### src/cnpt_pkg.sv
// Package for the NMT slave and PDO trigger block: states, commands, types, constants
package cnpt_pkg;

  // NMT slave states, Gray coded along init -> preop -> oper -> stopped
  typedef enum logic [1:0] {
    CNPT_ST_INIT    = 2'h0,
    CNPT_ST_PREOP   = 2'h1,
    CNPT_ST_OPER    = 2'h3,
    CNPT_ST_STOPPED = 2'h2
  } cnpt_state_type;

  // Management indications, decoded upstream from broadcast frames
  typedef enum logic [2:0] {
    CNPT_CMD_NONE      = 3'h0,
    CNPT_CMD_START     = 3'h1,
    CNPT_CMD_PREOP     = 3'h2,
    CNPT_CMD_STOP      = 3'h3,
    CNPT_CMD_RST_NODE  = 3'h4,
    CNPT_CMD_RST_COMM  = 3'h5
  } cnpt_cmd_type;

  // Transmission type encodings
  localparam logic [7:0] CNPT_TT_ACYC     = 8'h00;
  localparam logic [7:0] CNPT_TT_CYC_MAX  = 8'hf0;
  localparam logic [7:0] CNPT_TT_RSV_LO   = 8'hf1;
  localparam logic [7:0] CNPT_TT_RSV_HI   = 8'hfb;
  localparam logic [7:0] CNPT_TT_RTR_SYNC = 8'hfc;
  localparam logic [7:0] CNPT_TT_RTR_ONLY = 8'hfd;
  localparam logic [7:0] CNPT_TT_MFR_EVT  = 8'hfe;
  localparam logic [7:0] CNPT_TT_DEV_EVT  = 8'hff;
  localparam logic [7:0] CNPT_TT_RESET    = CNPT_TT_DEV_EVT;

  // Object dictionary indices for the default mappings and the SYNC settings
  localparam logic [15:0] CNPT_IDX_DIG_IN   = 16'h6000;
  localparam logic [15:0] CNPT_IDX_DIG_OUT  = 16'h6200;
  localparam logic [15:0] CNPT_IDX_ANA_IN   = 16'h6401;
  localparam logic [15:0] CNPT_IDX_ANA_OUT  = 16'h6411;
  localparam logic [15:0] CNPT_IDX_SYNC_ID  = 16'h1005;
  localparam logic [15:0] CNPT_IDX_CYC_PER  = 16'h1006;
  localparam logic [15:0] CNPT_IDX_SYNC_WIN = 16'h1007;

  // Default mapping counts held at subindex zero
  localparam logic [3:0] CNPT_MAP_CNT_DIG = 4'h8;
  localparam logic [3:0] CNPT_MAP_CNT_ANA = 4'h4;

  // Default identifiers and SYNC id
  localparam logic [10:0] CNPT_COB_TX_BASE = 11'h180;
  localparam logic [10:0] CNPT_COB_RX_BASE = 11'h200;
  localparam logic [10:0] CNPT_COB_STEP    = 11'h100;
  localparam logic [10:0] CNPT_COB_SYNC    = 11'h080;

  // Initialization time and SYNC window defaults
  localparam int unsigned CNPT_CLK_MHZ      = 100;
  localparam int unsigned CNPT_INIT_US      = 1;
  localparam int unsigned CNPT_INIT_CYC     = CNPT_INIT_US * CNPT_CLK_MHZ;
  localparam logic [15:0] CNPT_SYNC_WIN_RST = 16'h03e8;

  // Configuration write selectors
  localparam logic [2:0] CNPT_CFG_TT     = 3'h0;
  localparam logic [2:0] CNPT_CFG_COB    = 3'h1;
  localparam logic [2:0] CNPT_CFG_MAPCNT = 3'h2;
  localparam logic [2:0] CNPT_CFG_MAPIDX = 3'h3;
  localparam logic [2:0] CNPT_CFG_SYNCID = 3'h4;
  localparam logic [2:0] CNPT_CFG_WIN    = 3'h5;
  localparam logic [2:0] CNPT_CFG_PER    = 3'h6;

endpackage : cnpt_pkg

### src/cnpt_fifo.sv
// Synchronous valid/ready FIFO for outgoing PDO requests
`timescale 1ns/1ps
`default_nettype none
module cnpt_fifo #(
  parameter int unsigned WIDTH = 8,
  parameter int unsigned DEPTH = 8
) (
  input  wire logic             core_clk_i,
  input  wire logic             reset_i,
  input  wire logic [WIDTH-1:0] in_data_i,
  input  wire logic             in_valid_i,
  output logic                  in_ready_o,
  output logic      [WIDTH-1:0] out_data_o,
  output logic                  out_valid_o,
  input  wire logic             out_ready_i
);
  localparam int unsigned AW = (DEPTH > 1) ? $clog2(DEPTH) : 1;

  logic [WIDTH-1:0] mem_ff [DEPTH];
  logic [AW-1:0]    wr_ptr_ff;
  logic [AW-1:0]    rd_ptr_ff;
  logic [AW:0]      count_ff;
  logic             push;
  logic             pop;

  initial begin
    if (DEPTH < 2 || (DEPTH & (DEPTH - 1)) != 0) $error("DEPTH must be a power of two >= 2");
  end

  // Honest flags straight from the count
  assign in_ready_o  = (count_ff != (AW+1)'(DEPTH));
  assign out_valid_o = (count_ff != '0);
  assign out_data_o  = mem_ff[rd_ptr_ff];
  assign push        = in_valid_i && in_ready_o;
  assign pop         = out_valid_o && out_ready_i;

  // Storage; no reset needed on data
  always_ff @(posedge core_clk_i) begin
    if (push) begin
      mem_ff[wr_ptr_ff] <= in_data_i;
    end
  end

  // Pointers and occupancy
  always_ff @(posedge core_clk_i or posedge reset_i) begin
    if (reset_i) begin
      wr_ptr_ff <= '0;
      rd_ptr_ff <= '0;
      count_ff  <= '0;
    end else begin
      if (push) wr_ptr_ff <= wr_ptr_ff + 1'b1;
      if (pop) rd_ptr_ff <= rd_ptr_ff + 1'b1;
      count_ff <= count_ff + (AW+1)'(push) - (AW+1)'(pop);
    end
  end
endmodule : cnpt_fifo
`default_nettype wire

### src/cnpt_top.sv
// NMT slave state machine and PDO transmission trigger control
// Notes on behaviour
// - Receive object 1 defaults to eight digital output bytes, subindices 1-8.
// - Receive objects 2-4 default to four 16-bit analog outputs each.
// - Transmit object 1 defaults to eight digital input bytes, sent on event.
// - Transmit objects 2-4 default to four 16-bit analog inputs, sent on event.
// - Each mapping keeps the mapped object count at subindex zero.
// - Master may rewrite mappings and identifiers at run time.
// - After reset the node enters initialization on its own.
// - Initialization finishing moves the node to preoperational automatically.
// - Five management indications accepted; action depends on current state.
// - Preoperational: SDO served, no process data sent or accepted.
// - Operational: SDO and process data all active.
// - Stopped: both SDO and process data cease.
// - Synchronous transmits go only inside the window after a SYNC.
// - SYNC identifier, cycle period and window length are held separately.
// - Type 0 sends at a SYNC only after an internal event.
// - Types 1-240 send or receive every N SYNC messages.
// - Type 252 refreshes data at SYNC, sends only on remote request.
// - Type 253 refreshes data and sends on remote request only.
// - Types 252 and 253 are refused for receive objects.
// - Type 254 sends on a manufacturer application event.
// - Asynchronous transmits also go on a remote request.
// - Default transmission type is 255, sending whenever mapped data changes.
`timescale 1ns/1ps
`default_nettype none
module cnpt_top
  import cnpt_pkg::*;
#(
  parameter int unsigned NPDO       = 4,
  parameter int unsigned FIFO_DEPTH = 8
) (
  input  wire logic                 core_clk_i,
  input  wire logic                 reset_i,
  // Management frame with its identifier, checked here against zero
  input  wire logic                 nmt_valid_i,
  input  wire logic [10:0]          nmt_cob_i,
  input  wire cnpt_pkg::cnpt_cmd_type nmt_cmd_i,
  // Received SYNC frame identifier
  input  wire logic                 sync_valid_i,
  input  wire logic [10:0]          sync_cob_i,
  // Per transmit object triggers
  input  wire logic [NPDO-1:0]      tx_change_i,
  input  wire logic [NPDO-1:0]      tx_mfr_evt_i,
  input  wire logic [NPDO-1:0]      tx_rtr_i,
  // Received process data and SDO requests
  input  wire logic [NPDO-1:0]      rx_pdo_i,
  input  wire logic                 sdo_req_i,
  // Configuration write from the SDO server
  input  wire logic                 cfg_wr_i,
  input  wire logic [2:0]           cfg_sel_i,
  input  wire logic                 cfg_rx_i,
  input  wire logic [1:0]           cfg_pdo_i,
  input  wire logic [15:0]          cfg_data_i,
  // Outgoing PDO requests to the frame layer
  output logic                      tx_valid_o,
  output logic [1:0]                tx_pdo_o,
  output logic [10:0]               tx_cob_o,
  input  wire logic                 tx_ready_i,
  // Status
  output logic [1:0]                nmt_state_o,
  output logic [NPDO-1:0]           rx_accept_o,
  output logic [NPDO-1:0]           rx_refresh_o,
  output logic [NPDO-1:0]           tx_refresh_o,
  output logic                      sdo_accept_o,
  output logic                      cfg_err_o,
  output logic [3:0]                map_cnt_o,
  output logic [15:0]               map_idx_o
);
  import cnpt_pkg::*;

  initial begin
    if (NPDO != 4) $error("NPDO must be 4");
    if (FIFO_DEPTH < 2) $error("FIFO_DEPTH too small");
  end

  cnpt_state_type   state_ff;
  logic [7:0]       init_cnt_ff;
  logic [7:0]       tx_tt_ff   [NPDO];
  logic [7:0]       rx_tt_ff   [NPDO];
  logic [7:0]       tx_sync_ff [NPDO];
  logic [7:0]       rx_sync_ff [NPDO];
  logic [10:0]      tx_cob_ff  [NPDO];
  logic [10:0]      rx_cob_ff  [NPDO];
  logic [3:0]       tx_mcnt_ff [NPDO];
  logic [3:0]       rx_mcnt_ff [NPDO];
  logic [15:0]      tx_midx_ff [NPDO];
  logic [15:0]      rx_midx_ff [NPDO];
  logic [NPDO-1:0]  evt_pend_ff;
  logic [NPDO-1:0]  tx_pend_ff;
  logic [10:0]      sync_id_ff;
  logic [15:0]      sync_win_ff;
  logic [15:0]      cyc_per_ff;
  logic [15:0]      win_cnt_ff;
  logic [1:0]       rr_ff;
  logic             pdo_on;
  logic             sync_hit;
  logic             win_open;
  logic [NPDO-1:0]  tx_fire;
  logic [NPDO-1:0]  grant;
  logic [1:0]       grant_idx;
  logic             f_in_valid;
  logic             f_in_ready;
  logic [12:0]      f_out;
  logic             f_out_valid;

  // Reserved encodings 241..251
  function automatic logic tt_reserved(input logic [7:0] tt);
    return (tt >= CNPT_TT_RSV_LO) && (tt <= CNPT_TT_RSV_HI);
  endfunction : tt_reserved

  // Synchronous family: 0..240 and 252
  function automatic logic tt_is_sync(input logic [7:0] tt);
    return (tt <= CNPT_TT_CYC_MAX) || (tt == CNPT_TT_RTR_SYNC);
  endfunction : tt_is_sync

  assign pdo_on   = (state_ff == CNPT_ST_OPER);
  assign sync_hit = sync_valid_i && (sync_cob_i == sync_id_ff);
  assign win_open = (win_cnt_ff != 16'h0000);

  // NMT slave; command only honoured when sent on identifier zero
  always_ff @(posedge core_clk_i or posedge reset_i) begin
    if (reset_i) begin
      state_ff    <= CNPT_ST_INIT;
      init_cnt_ff <= '0;
    end else begin
      case (state_ff)
        CNPT_ST_INIT: begin
          if (init_cnt_ff == 8'(CNPT_INIT_CYC - 1)) begin
            state_ff    <= CNPT_ST_PREOP;
            init_cnt_ff <= '0;
          end else begin
            init_cnt_ff <= init_cnt_ff + 8'h01;
          end
        end
        default: begin
          if (nmt_valid_i && nmt_cob_i == 11'h000) begin
            case (nmt_cmd_i)
              CNPT_CMD_START:    state_ff <= CNPT_ST_OPER;
              CNPT_CMD_PREOP:    state_ff <= CNPT_ST_PREOP;
              CNPT_CMD_STOP:     state_ff <= CNPT_ST_STOPPED;
              CNPT_CMD_RST_NODE: state_ff <= CNPT_ST_INIT;
              CNPT_CMD_RST_COMM: state_ff <= CNPT_ST_INIT;
              default: ;
            endcase
          end
        end
      endcase
    end
  end

  // SYNC window timer reloads on every SYNC and counts down
  always_ff @(posedge core_clk_i or posedge reset_i) begin
    if (reset_i) begin
      win_cnt_ff <= '0;
    end else if (sync_hit) begin
      win_cnt_ff <= sync_win_ff;
    end else if (win_open) begin
      win_cnt_ff <= win_cnt_ff - 16'h0001;
    end
  end

  // SYNC settings; reset holds init, so defaults load here without a reset branch
  always_ff @(posedge core_clk_i) begin
    if (state_ff == CNPT_ST_INIT) begin
      sync_id_ff  <= CNPT_COB_SYNC;
      sync_win_ff <= CNPT_SYNC_WIN_RST;
      cyc_per_ff  <= '0;
    end else if (cfg_wr_i && sdo_accept_o) begin
      if (cfg_sel_i == CNPT_CFG_SYNCID) sync_id_ff <= cfg_data_i[10:0];
      if (cfg_sel_i == CNPT_CFG_WIN) sync_win_ff <= cfg_data_i;
      if (cfg_sel_i == CNPT_CFG_PER) cyc_per_ff <= cfg_data_i;
    end
  end

  // Configuration errors: reserved types, RTR types on receive objects
  always_ff @(posedge core_clk_i or posedge reset_i) begin
    if (reset_i) begin
      cfg_err_o <= 1'b0;
    end else begin
      cfg_err_o <= cfg_wr_i && sdo_accept_o && cfg_sel_i == CNPT_CFG_TT
                   && (tt_reserved(cfg_data_i[7:0])
                       || (cfg_rx_i && cfg_data_i[7:0] >= CNPT_TT_RTR_SYNC
                           && cfg_data_i[7:0] <= CNPT_TT_RTR_ONLY));
    end
  end

  // SDO served in preop and operational, not in stopped or init
  always_ff @(posedge core_clk_i or posedge reset_i) begin
    if (reset_i) begin
      sdo_accept_o <= 1'b0;
    end else begin
      sdo_accept_o <= (state_ff == CNPT_ST_PREOP) || (state_ff == CNPT_ST_OPER);
    end
  end

  // Per object configuration, counters and triggers
  genvar g;
  generate
    for (g = 0; g < NPDO; g++) begin : g_pdo
      logic        cfg_hit;
      logic        bad_tt;
      logic        tx_cyc_due;
      logic        rx_cyc_due;
      assign cfg_hit = cfg_wr_i && sdo_accept_o && cfg_pdo_i == 2'(g);
      assign bad_tt  = tt_reserved(cfg_data_i[7:0])
                       || (cfg_rx_i && cfg_data_i[7:0] >= CNPT_TT_RTR_SYNC
                           && cfg_data_i[7:0] <= CNPT_TT_RTR_ONLY);
      assign tx_cyc_due = tx_tt_ff[g] != CNPT_TT_ACYC && tx_tt_ff[g] <= CNPT_TT_CYC_MAX
                          && tx_sync_ff[g] + 8'h01 >= tx_tt_ff[g];
      assign rx_cyc_due = rx_tt_ff[g] != CNPT_TT_ACYC && rx_tt_ff[g] <= CNPT_TT_CYC_MAX
                          && rx_sync_ff[g] + 8'h01 >= rx_tt_ff[g];

      // Mapping store; defaults load while in init, which reset forces
      always_ff @(posedge core_clk_i) begin
        if (state_ff == CNPT_ST_INIT) begin
          tx_tt_ff[g]   <= CNPT_TT_RESET;
          rx_tt_ff[g]   <= CNPT_TT_RESET;
          tx_cob_ff[g]  <= CNPT_COB_TX_BASE + 11'(g) * CNPT_COB_STEP;
          rx_cob_ff[g]  <= CNPT_COB_RX_BASE + 11'(g) * CNPT_COB_STEP;
          tx_mcnt_ff[g] <= (g == 0) ? CNPT_MAP_CNT_DIG : CNPT_MAP_CNT_ANA;
          rx_mcnt_ff[g] <= (g == 0) ? CNPT_MAP_CNT_DIG : CNPT_MAP_CNT_ANA;
          tx_midx_ff[g] <= (g == 0) ? CNPT_IDX_DIG_IN : CNPT_IDX_ANA_IN;
          rx_midx_ff[g] <= (g == 0) ? CNPT_IDX_DIG_OUT : CNPT_IDX_ANA_OUT;
        end else if (cfg_hit) begin
          case (cfg_sel_i)
            CNPT_CFG_TT: begin
              if (!bad_tt && cfg_rx_i) rx_tt_ff[g] <= cfg_data_i[7:0];
              if (!bad_tt && !cfg_rx_i) tx_tt_ff[g] <= cfg_data_i[7:0];
            end
            CNPT_CFG_COB: begin
              if (cfg_rx_i) rx_cob_ff[g] <= cfg_data_i[10:0];
              else tx_cob_ff[g] <= cfg_data_i[10:0];
            end
            CNPT_CFG_MAPCNT: begin
              if (cfg_rx_i) rx_mcnt_ff[g] <= cfg_data_i[3:0];
              else tx_mcnt_ff[g] <= cfg_data_i[3:0];
            end
            CNPT_CFG_MAPIDX: begin
              if (cfg_rx_i) rx_midx_ff[g] <= cfg_data_i;
              else tx_midx_ff[g] <= cfg_data_i;
            end
            default: ;
          endcase
        end
      end

      // SYNC counters for cyclic types; restart after each due SYNC
      always_ff @(posedge core_clk_i or posedge reset_i) begin
        if (reset_i) begin
          tx_sync_ff[g] <= '0;
          rx_sync_ff[g] <= '0;
        end else if (!pdo_on) begin
          tx_sync_ff[g] <= '0;
          rx_sync_ff[g] <= '0;
        end else if (sync_hit) begin
          tx_sync_ff[g] <= tx_cyc_due ? 8'h00 : tx_sync_ff[g] + 8'h01;
          rx_sync_ff[g] <= rx_cyc_due ? 8'h00 : rx_sync_ff[g] + 8'h01;
        end
      end

      // Internal event memory for acyclic type; a new event beats the clear
      always_ff @(posedge core_clk_i or posedge reset_i) begin
        if (reset_i) begin
          evt_pend_ff[g] <= 1'b0;
        end else if (tx_change_i[g]) begin
          evt_pend_ff[g] <= 1'b1;
        end else if (sync_hit || !pdo_on) begin
          evt_pend_ff[g] <= 1'b0;
        end
      end

      // Trigger decode per transmission type
      always_comb begin
        tx_fire[g] = 1'b0;
        if (pdo_on) begin
          if (tx_tt_ff[g] == CNPT_TT_ACYC) tx_fire[g] = sync_hit && evt_pend_ff[g];
          else if (tx_tt_ff[g] <= CNPT_TT_CYC_MAX) tx_fire[g] = sync_hit && tx_cyc_due;
          else if (tx_tt_ff[g] == CNPT_TT_RTR_SYNC) tx_fire[g] = tx_rtr_i[g];
          else if (tx_tt_ff[g] == CNPT_TT_RTR_ONLY) tx_fire[g] = tx_rtr_i[g];
          else if (tx_tt_ff[g] == CNPT_TT_MFR_EVT) tx_fire[g] = tx_mfr_evt_i[g] || tx_rtr_i[g];
          else if (tx_tt_ff[g] == CNPT_TT_DEV_EVT) tx_fire[g] = tx_change_i[g] || tx_rtr_i[g];
        end
      end

      // Refresh strobes and receive acceptance
      always_ff @(posedge core_clk_i or posedge reset_i) begin
        if (reset_i) begin
          tx_refresh_o[g] <= 1'b0;
          rx_accept_o[g]  <= 1'b0;
          rx_refresh_o[g] <= 1'b0;
        end else begin
          tx_refresh_o[g] <= pdo_on && ((tx_tt_ff[g] == CNPT_TT_RTR_SYNC && sync_hit)
                             || (tx_tt_ff[g] == CNPT_TT_RTR_ONLY && tx_rtr_i[g]));
          rx_accept_o[g]  <= pdo_on && rx_pdo_i[g];
          rx_refresh_o[g] <= pdo_on && sync_hit && (rx_tt_ff[g] == CNPT_TT_ACYC || rx_cyc_due);
        end
      end

      // Pending send; set wins over the grant that clears it
      always_ff @(posedge core_clk_i or posedge reset_i) begin
        if (reset_i) begin
          tx_pend_ff[g] <= 1'b0;
        end else if (!pdo_on) begin
          tx_pend_ff[g] <= 1'b0;
        end else if (tx_fire[g]) begin
          tx_pend_ff[g] <= 1'b1;
        end else if (grant[g]) begin
          tx_pend_ff[g] <= 1'b0;
        end
      end
    end
  endgenerate

  // Round-robin pick of one pending object; synchronous ones wait for the window
  always_comb begin
    grant     = '0;
    grant_idx = rr_ff;
    for (int k = NPDO - 1; k >= 0; k--) begin
      logic [1:0] idx;
      idx = rr_ff + 2'(k);
      if (tx_pend_ff[idx] && (!tt_is_sync(tx_tt_ff[idx]) || win_open || sync_hit)) begin
        grant_idx = idx;
      end
    end
    if (tx_pend_ff[grant_idx] && f_in_ready
        && (!tt_is_sync(tx_tt_ff[grant_idx]) || win_open || sync_hit)) begin
      grant[grant_idx] = 1'b1;
    end
  end

  assign f_in_valid = |grant;

  // Rotate priority after each grant so no object starves
  always_ff @(posedge core_clk_i or posedge reset_i) begin
    if (reset_i) begin
      rr_ff <= '0;
    end else if (f_in_valid) begin
      rr_ff <= grant_idx + 2'h1;
    end
  end

  cnpt_fifo #(
    .WIDTH (13),
    .DEPTH (FIFO_DEPTH)
  ) u_fifo (
    .core_clk_i  (core_clk_i),
    .reset_i     (reset_i),
    .in_data_i   ({grant_idx, tx_cob_ff[grant_idx]}),
    .in_valid_i  (f_in_valid),
    .in_ready_o  (f_in_ready),
    .out_data_o  (f_out),
    .out_valid_o (f_out_valid),
    .out_ready_i (!tx_valid_o)
  );

  // Output stage: one registered request held until taken
  always_ff @(posedge core_clk_i or posedge reset_i) begin
    if (reset_i) begin
      tx_valid_o <= 1'b0;
      tx_pdo_o   <= '0;
      tx_cob_o   <= '0;
    end else if (tx_valid_o && tx_ready_i) begin
      tx_valid_o <= 1'b0;
    end else if (!tx_valid_o && f_out_valid) begin
      tx_valid_o <= 1'b1;
      tx_pdo_o   <= f_out[12:11];
      tx_cob_o   <= f_out[10:0];
    end
  end

  // Status outputs; mapping view of the object selected by cfg_rx_i and cfg_pdo_i
  always_ff @(posedge core_clk_i or posedge reset_i) begin
    if (reset_i) begin
      nmt_state_o <= CNPT_ST_INIT;
      map_cnt_o   <= '0;
      map_idx_o   <= '0;
    end else begin
      nmt_state_o <= state_ff;
      map_cnt_o   <= cfg_rx_i ? rx_mcnt_ff[cfg_pdo_i] : tx_mcnt_ff[cfg_pdo_i];
      map_idx_o   <= cfg_rx_i ? rx_midx_ff[cfg_pdo_i] : tx_midx_ff[cfg_pdo_i];
    end
  end
endmodule : cnpt_top
`default_nettype wire
### config.mk
export PLATFORM = sky130hd
export DESIGN_NAME = cnpt_top
export DESIGN_NICKNAME = d
export VERILOG_FILES = /design/src/cnpt_pkg.sv /design/src/cnpt_fifo.sv /design/src/cnpt_top.sv
export SDC_FILE = /design/constraint.sdc
export NUM_CORES = 1
export LEC_CHECK = 0
export BUFFER_PORTS_ARGS = -buffer_cell sky130_fd_sc_hd__buf_4
export CAP_MARGIN = 20
export CORE_ASPECT_RATIO = 2
export CORE_MARGIN = 3
export CORE_UTILIZATION = 42
export CTS_CLUSTER_SIZE = 8
export DETAILED_ROUTE_END_ITERATION = 6
export PLACE_DENSITY_LB_ADDON = 0.3
export SLEW_MARGIN = 20
export SYNTH_ARGS = -nofsm -noshare
export SYNTH_HDL_FRONTEND = slang
export SYNTH_SLANG_ARGS = --single-unit
### constraint.sdc
create_clock -name core_clk_i -period 7.32 [get_ports core_clk_i]
set_input_delay 1.464 -clock core_clk_i [delete_from_list [all_inputs] [get_ports core_clk_i]]
set_output_delay 1.464 -clock core_clk_i [all_outputs]
set_load 0.01 [all_outputs]
==> metrics.txt, run 1 <==
Final Setup Violations 0; Post-synth top flop edfxtp_1; PD cells 284 mW/mm2; Crit. End Element register; Routed Antenna Nets 0; top routing layer in use met4; Area growth, synth to finish 15.4%; CTS Buffer Depth 3; routed length on met2 35,800 um; critical path cell sequence buf_4 -> xnor2_1 -> nand4_1 -> or3_1 -> a31o_2 -> and3_1 -> o41a_1 -> nor2_2 -> buf_4 -> ha_1 -> nor2_1 -> a21o_1 -> nand2_4 -> and4b_1; Combinational Power Share 0.143; drc violations 0; number of synthesized flops with an enable pin 372; Reg clk slew, reported paths 50 ps; hold slack 454 ps; Startpoint Class input pin; I/O pins 120; TritonCTS sink count 559; met3 wire length 3050 um; Die X-Extent 183 um; Clk pwr share 0.398; highest ir drop seen on vdd 0.237 mV; sw frac 0.257; Post-Synthesis Cells 2,047; most frequent cells in the layout edfxtp_1, dfrtp_1, buf_4; Final min period 5150 ps; Psw 2.22 mW; Yosys reg bits 559; vias per inst 5.57; Vias 16,800; global-route wire length before repair 100,000 um; ys async rst share 0.286; TritonCTS buffer count 79; worst-margin pin slew 1090 ps; Max FO, Critical Path 22; Achievable Freq 194 MHz; Max Slew Vio Count 0; fin area 0.0305 mm2; initial antenna violation count 0; sequential share of power 0.459; Max Cap Viol 0; gr ovfl total 0; vias in the first global route 18,000; largest net degree at the start of global routing 69; worst path arrival time 5360 ps; TritonCTS clock tree built; fin nets 2,315; CTS Hold Bufs 0; Inserted Diodes 0; setup bufs post-CTS 0; share of cells above drive strength 1 0.166; setup ws final 2170 ps; Crit path max-delay family simple AND/OR/NAND/NOR gates; internal power 6.43 mW; # placed instances 2,862; Total Routing Usage GR 0.194; CP dominant cell by count buf_4; Port Buffers 118; Crit Path Category in2reg; Final Hold Fails 0; GPL Wtd Cong 0.833; Final Non-Filler Cells 3,011; Placed Area 0.0281 mm2; Max H-tree Level 3; clock skew 27.2 ps; Pre-Repair DR Iteration Count 4; Fin Setup TNS 0 ps; Design Power 8.66 mW; Die Span Y 361 um; reg-to-reg setup timing slack 2220 ps; total wire length 63,900 um; commonest non-fill, non-tap cell in the layout edfxtp_1; Worst EP required 7530 ps; worst skew pair latency 610 ps; Starting DRT DRC Count 987; unique cell type count in the Yosys netlist 66; met1 WL 22,900 um; Worst Path Buf+Inv 2; register area share after synthesis 0.595; syn nets 2,203; row count 129; Starting Density 0.425; die area 0.0661 mm2; Yosys warnings 0; root buffer cell clkbuf_16; Final Util 0.491; Min-Delay Path Class reg2reg; Worst slew margin 0.270; Post-CTS Resized 0; RSZ-0062 raised after global routing no; critical path's slowest cell and4b_1; wire per inst 21.2 um; core box area 0.0621 mm2; Leak 12.8 nW; pre-CTS WS 1580 ps; syn_area_per_cell 12.9 um2; final critical-path share of the clock period 0.704; Final HPWL DP 42,200 um; synthesized area 0.0264 mm2; status complete, no violations; Crit path largest cell delay 750 ps
-- layout make-up --
cell class	count	area, um2
inverters	85	324
well taps	786	983
repair buffers	157	1180
fillers	5320	31700
clock inverters	4	75.1
flip-flops and latches	559	15700
multi-input cells	1277	9930
clock buffers	143	2280
-- state kept, by name (all words and copies together) (netlist names), 16 cells and up --
name	cells
rx_sync_ff	32
win_cnt_ff	16
rx_tt_ff	32
rx_mcnt_ff	16
u_fifo.mem_ff	104
sync_win_ff	16
map_idx_o	16
tx_mcnt_ff	16
tx_tt_ff	32
tx_cob_ff	44
tx_midx_ff	64
tx_sync_ff	32
rx_midx_ff	64
-- power by group through the flow --
stage	Sequential [mW]	Clock, mW	Combinational [mW]
3_3_place_gp	4.01	0	1.23
5_1_grt	4.00	3.65	1.37
4_1_cts	3.97	3.51	1.27
3_5_place_dp	4.03	0	1.26
2_1_floorplan	3.99	0	0.817
6_report	3.97	3.45	1.24
-- worst register-to-register path, cell delays in order (launching register included) --
cell,delay (ps)
dfrtp_1,430
or4_4,580
and4b_1,500
o31ai_2,120
buf_4,200
o21ai_1,370
o2111a_1,380
nor2_1,140
xnor2_2,430
ha_1,280
nor2_1,90
a21o_1,280
nand2_4,140
and4b_1,750
-- cells in the mapped netlist (all sizes together), types with 58 or more instances --
library cell,n,area share
a21o,58,0.016
a21oi,83,0.016
and2,145,0.034
clkbuf,109,0.015
dfrtp,160,0.15
edfxtp,372,0.42
ha,85,0.040
inv,85,0.012
mux4,77,0.066
nand2,106,0.015
nor2,128,0.018
or3,124,0.029
-- metal layers --
layer  vias to the layer above  GRT usage
met2                       428      0.376
met4                         0     0.0712
met5                         -          0
li1                       7796          -
met1                      8428      0.210
met3                       131     0.0316
-- path summary, 6_finish.rpt --
path	start	end	depth (start not counted)
max	sync_cob_i[8]	u_fifo.mem_ff[5][11]$_DFFE_PP_	14
min	sync_win_ff[2]$_SDFFE_PP0P_	sync_win_ff[2]$_SDFFE_PP0P_	2
max reg2reg	win_cnt_ff[4]$_DFFE_PP0P_	u_fifo.mem_ff[5][11]$_DFFE_PP_	13
min reg2reg	sync_win_ff[2]$_SDFFE_PP0P_	sync_win_ff[2]$_SDFFE_PP0P_	2
max in group asynchronous	reset_i	rr_ff[0]$_DFFE_PP0N_	3
min in group asynchronous	reset_i	rx_refresh_o[1]$_DFF_PP0_	2
-- logic make-up (layout without fill, tap and decap cells) --
logic type / after synthesis / after routing / share of synthesized area
muxes: 132 / 132 / 0.0878
xor gates and xnor gates: 88 / 88 / 0.0292
AOI/OAI and AO/OA: 298 / 298 / 0.0787
DFF: 559 / 559 / 0.595
adders and majority gates: 86 / 86 / 0.0410
and+or+nand+nor: 673 / 673 / 0.138
buffers and inverters: 211 / 389 / 0.0303
Power figures use the tool's default switching activity.
==> run 2, diff against run 1 <==
- clock period: 7.32 -> 4.85 ns (I/O delays scaled with it)
==> run 2 against run 1 <==
Compared with the run above:
- non-clock buffer count increased by 32
- critical path type is now reg2reg
- highest routed layer unchanged
- sequential power increased by 51%
- critical path depth increased by 3
- core utilization increased by 0.54 points
- combinational power increased by 54%
- hold slack got worse by 1.8 ps
==> metrics.txt, run 2 (same netlist as run 1, synthesis figures left out) <==
Max H-tree Level 3 (unchanged); TritonCTS buffer count 79 (unchanged); Top reg by flops u_fifo.mem_ff; Achievable Freq 222 MHz; Final Hold Fails 0 (unchanged); Starting Density 0.425 (unchanged); drc violations 0 (unchanged); share of cells above drive strength 1 0.178 (+0.0123); Crit. End Element register; Worst slew margin 0.384 (+0.114); register area 0.0157 mm2 (unchanged); Final Setup Violations 0 (unchanged); core box area 0.0621 mm2 (unchanged); root buffer cell clkbuf_16; max reg flops 104 (unchanged); hold slack 452 ps (-1.84 ps); Final min period 4510 ps; Leak 12.9 nW (+1.3%); vias in the first global route 18,300 (+1.7%); CTS Hold Bufs 0 (unchanged); wire per inst 21.8 um (+2.5%); Vias 17,200 (+2.2%); Final HPWL DP 43,300 um (+2.7%); Worst EP required 5390 ps (-2140 ps); fin nets 2,347 (+1.4%); Crit Path Category reg2reg; Total Routing Usage GR 0.200 (+0.00613); clock skew 18.4 ps (-8.72 ps); row count 129 (unchanged); die area 0.0661 mm2 (unchanged); Startpoint Class register; highest ir drop seen on vdd 0.422 mV (+78%); vias per inst 5.64 (+1.1%); GPL Wtd Cong 0.851 (+2.2%); fin area 0.0308 mm2 (+1.1%); CTS Buffer Depth 3 (unchanged); worst path arrival time 5050 ps (-310 ps); I/O pins 120 (unchanged); Max FO, Critical Path 13 (-41%); total wire length 66,200 um (+3.6%); Max Cap Viol 0 (unchanged); Fill cells 5,305 (-0.28%); PD cells 424 mW/mm2 (+49%); Reg clk slew, reported paths 50 ps (about the same); largest net degree at the start of global routing 113 (+64%); commonest non-fill, non-tap cell in the layout edfxtp_1; Pre-Repair DR Iteration Count 5 (+1); Min-Delay Path Class in2async; TritonCTS sink count 559 (unchanged); Max Slew Vio Count 0 (unchanged); initial antenna violation count 0 (unchanged); biggest regs u_fifo.mem_ff x104, rx_midx_ff x64, tx_midx_ff x64; Die Span Y 361 um (unchanged); worst-margin pin slew 921 ps (-170 ps); final critical-path share of the clock period 0.930; Port Buffers 118 (unchanged); RSZ-0062 raised after global routing no; global-route wire length before repair 103,000 um (+2.7%); Area growth, synth to finish 16.7%; gr ovfl total 0 (unchanged); worst skew pair latency 610 ps (about the same); multi-input logic area 0.00993 mm2 (about the same); Routed Antenna Nets 0 (unchanged); TritonCTS clock tree built; Placed Area 0.0285 mm2 (+1.3%); Inserted Diodes 0 (unchanged); Starting DRT DRC Count 1,179 (+19%); Die X-Extent 183 um (unchanged); most frequent cells in the layout edfxtp_1, buf_4, dfrtp_1; status complete, no violations
==> run 2: cell types whose count changed in the layout (fill, tap and decap cells not counted), sizes merged <==
cell / delta
clkinv: +1
clkinvlp: +1
buf: +32
clkbuf: -2
==> run 2: path summary, 6_finish.rpt <==
path | from | end | slack [ps] | cells past startpoint
worst min register to register | sync_win_ff[0]$_SDFFE_PP0P_ | sync_win_ff[0]$_SDFFE_PP0P_ | 450 | 2
min in group core_clk_i | sync_win_ff[0]$_SDFFE_PP0P_ | sync_win_ff[0]$_SDFFE_PP0P_ | 450 | 2
worst max-delay path | win_cnt_ff[5]$_DFFE_PP0P_ | u_fifo.count_ff[1]$_DFF_PP0_ | 340 | 17
worst min-delay path | reset_i | rx_sync_ff[29]$_DFFE_PP0P_ | 450 | 3
worst max register to register | win_cnt_ff[5]$_DFFE_PP0P_ | u_fifo.count_ff[1]$_DFF_PP0_ | 340 | 17
max in group asynchronous | reset_i | tx_refresh_o[1]$_DFF_PP0_ | 3640 | 3
==> run 2: report_power, final <==
group	total, mW	leakage [nW]	internal, mW	switching, mW
registers	6.00	6.01	5.73	0.264
logic	1.91	5.83	0.835	1.08
clock network	5.17	1.10	3.10	2.06
total	13.1	12.9	9.67	3.40
==> run 2: final cells by class <==
class	instances	area share
Clock buffer	141	0.0724
Sequential cell	559	0.510
Multi-Input combinational cell	1277	0.322
Tap cell	786	0.0319
Clock inverter	6	0.00288
Timing Repair Buffer	189	0.0501
Inverter	85	0.0105
==> run 2: repair_timing <==
item / 4_1_cts / 5_1_grt
buffers inserted: 0 / 0
resized for setup: 0 / 1
endpoints found under the setup margin: 0 / 2
==> run 2: through the flow <==
stage | total power [mW] | setup WS (ps) | std cells | utilization | setup TNS [ps]
after floorplan | 7.25 | 62.0 | 2047 | - | 0
after global placement | 7.92 | 88.3 | 2896 | 0.458 | 0
after detailed placement | 8.02 | -57.9 | 2896 | 0.458 | -82.4
after CTS | 13.2 | 302 | 3043 | 0.496 | 0
after global routing | 13.6 | 2.66 | 3043 | 0.496 | 0
final | 13.1 | 338 | 3043 | 0.496 | 0
==> run 2: metal layers <==
metal	GRT usage	vias to the layer above	part of all wire
met5	0	-	0
met4	0.0884	0	0.039
met3	0.0325	146	0.046
met2	0.382	470	0.56
met1	0.214	8660	0.36
li1	-	7880	-
==> run 2: worst max-delay path, stage by stage, from the launching register on <==
cell and delay [ps]:
dfrtp_1 420, or4_4 580, and4b_1 320, o31ai_2 100, buf_12 150, a211o_1 280, a32o_1 340, nor2_1 280
xnor2_2 200, inv_1 70, ha_1 230, nor2_1 220, a21o_1 330, nand2_4 130, ha_1 230, inv_1 70
fa_1 410, inv_1 70
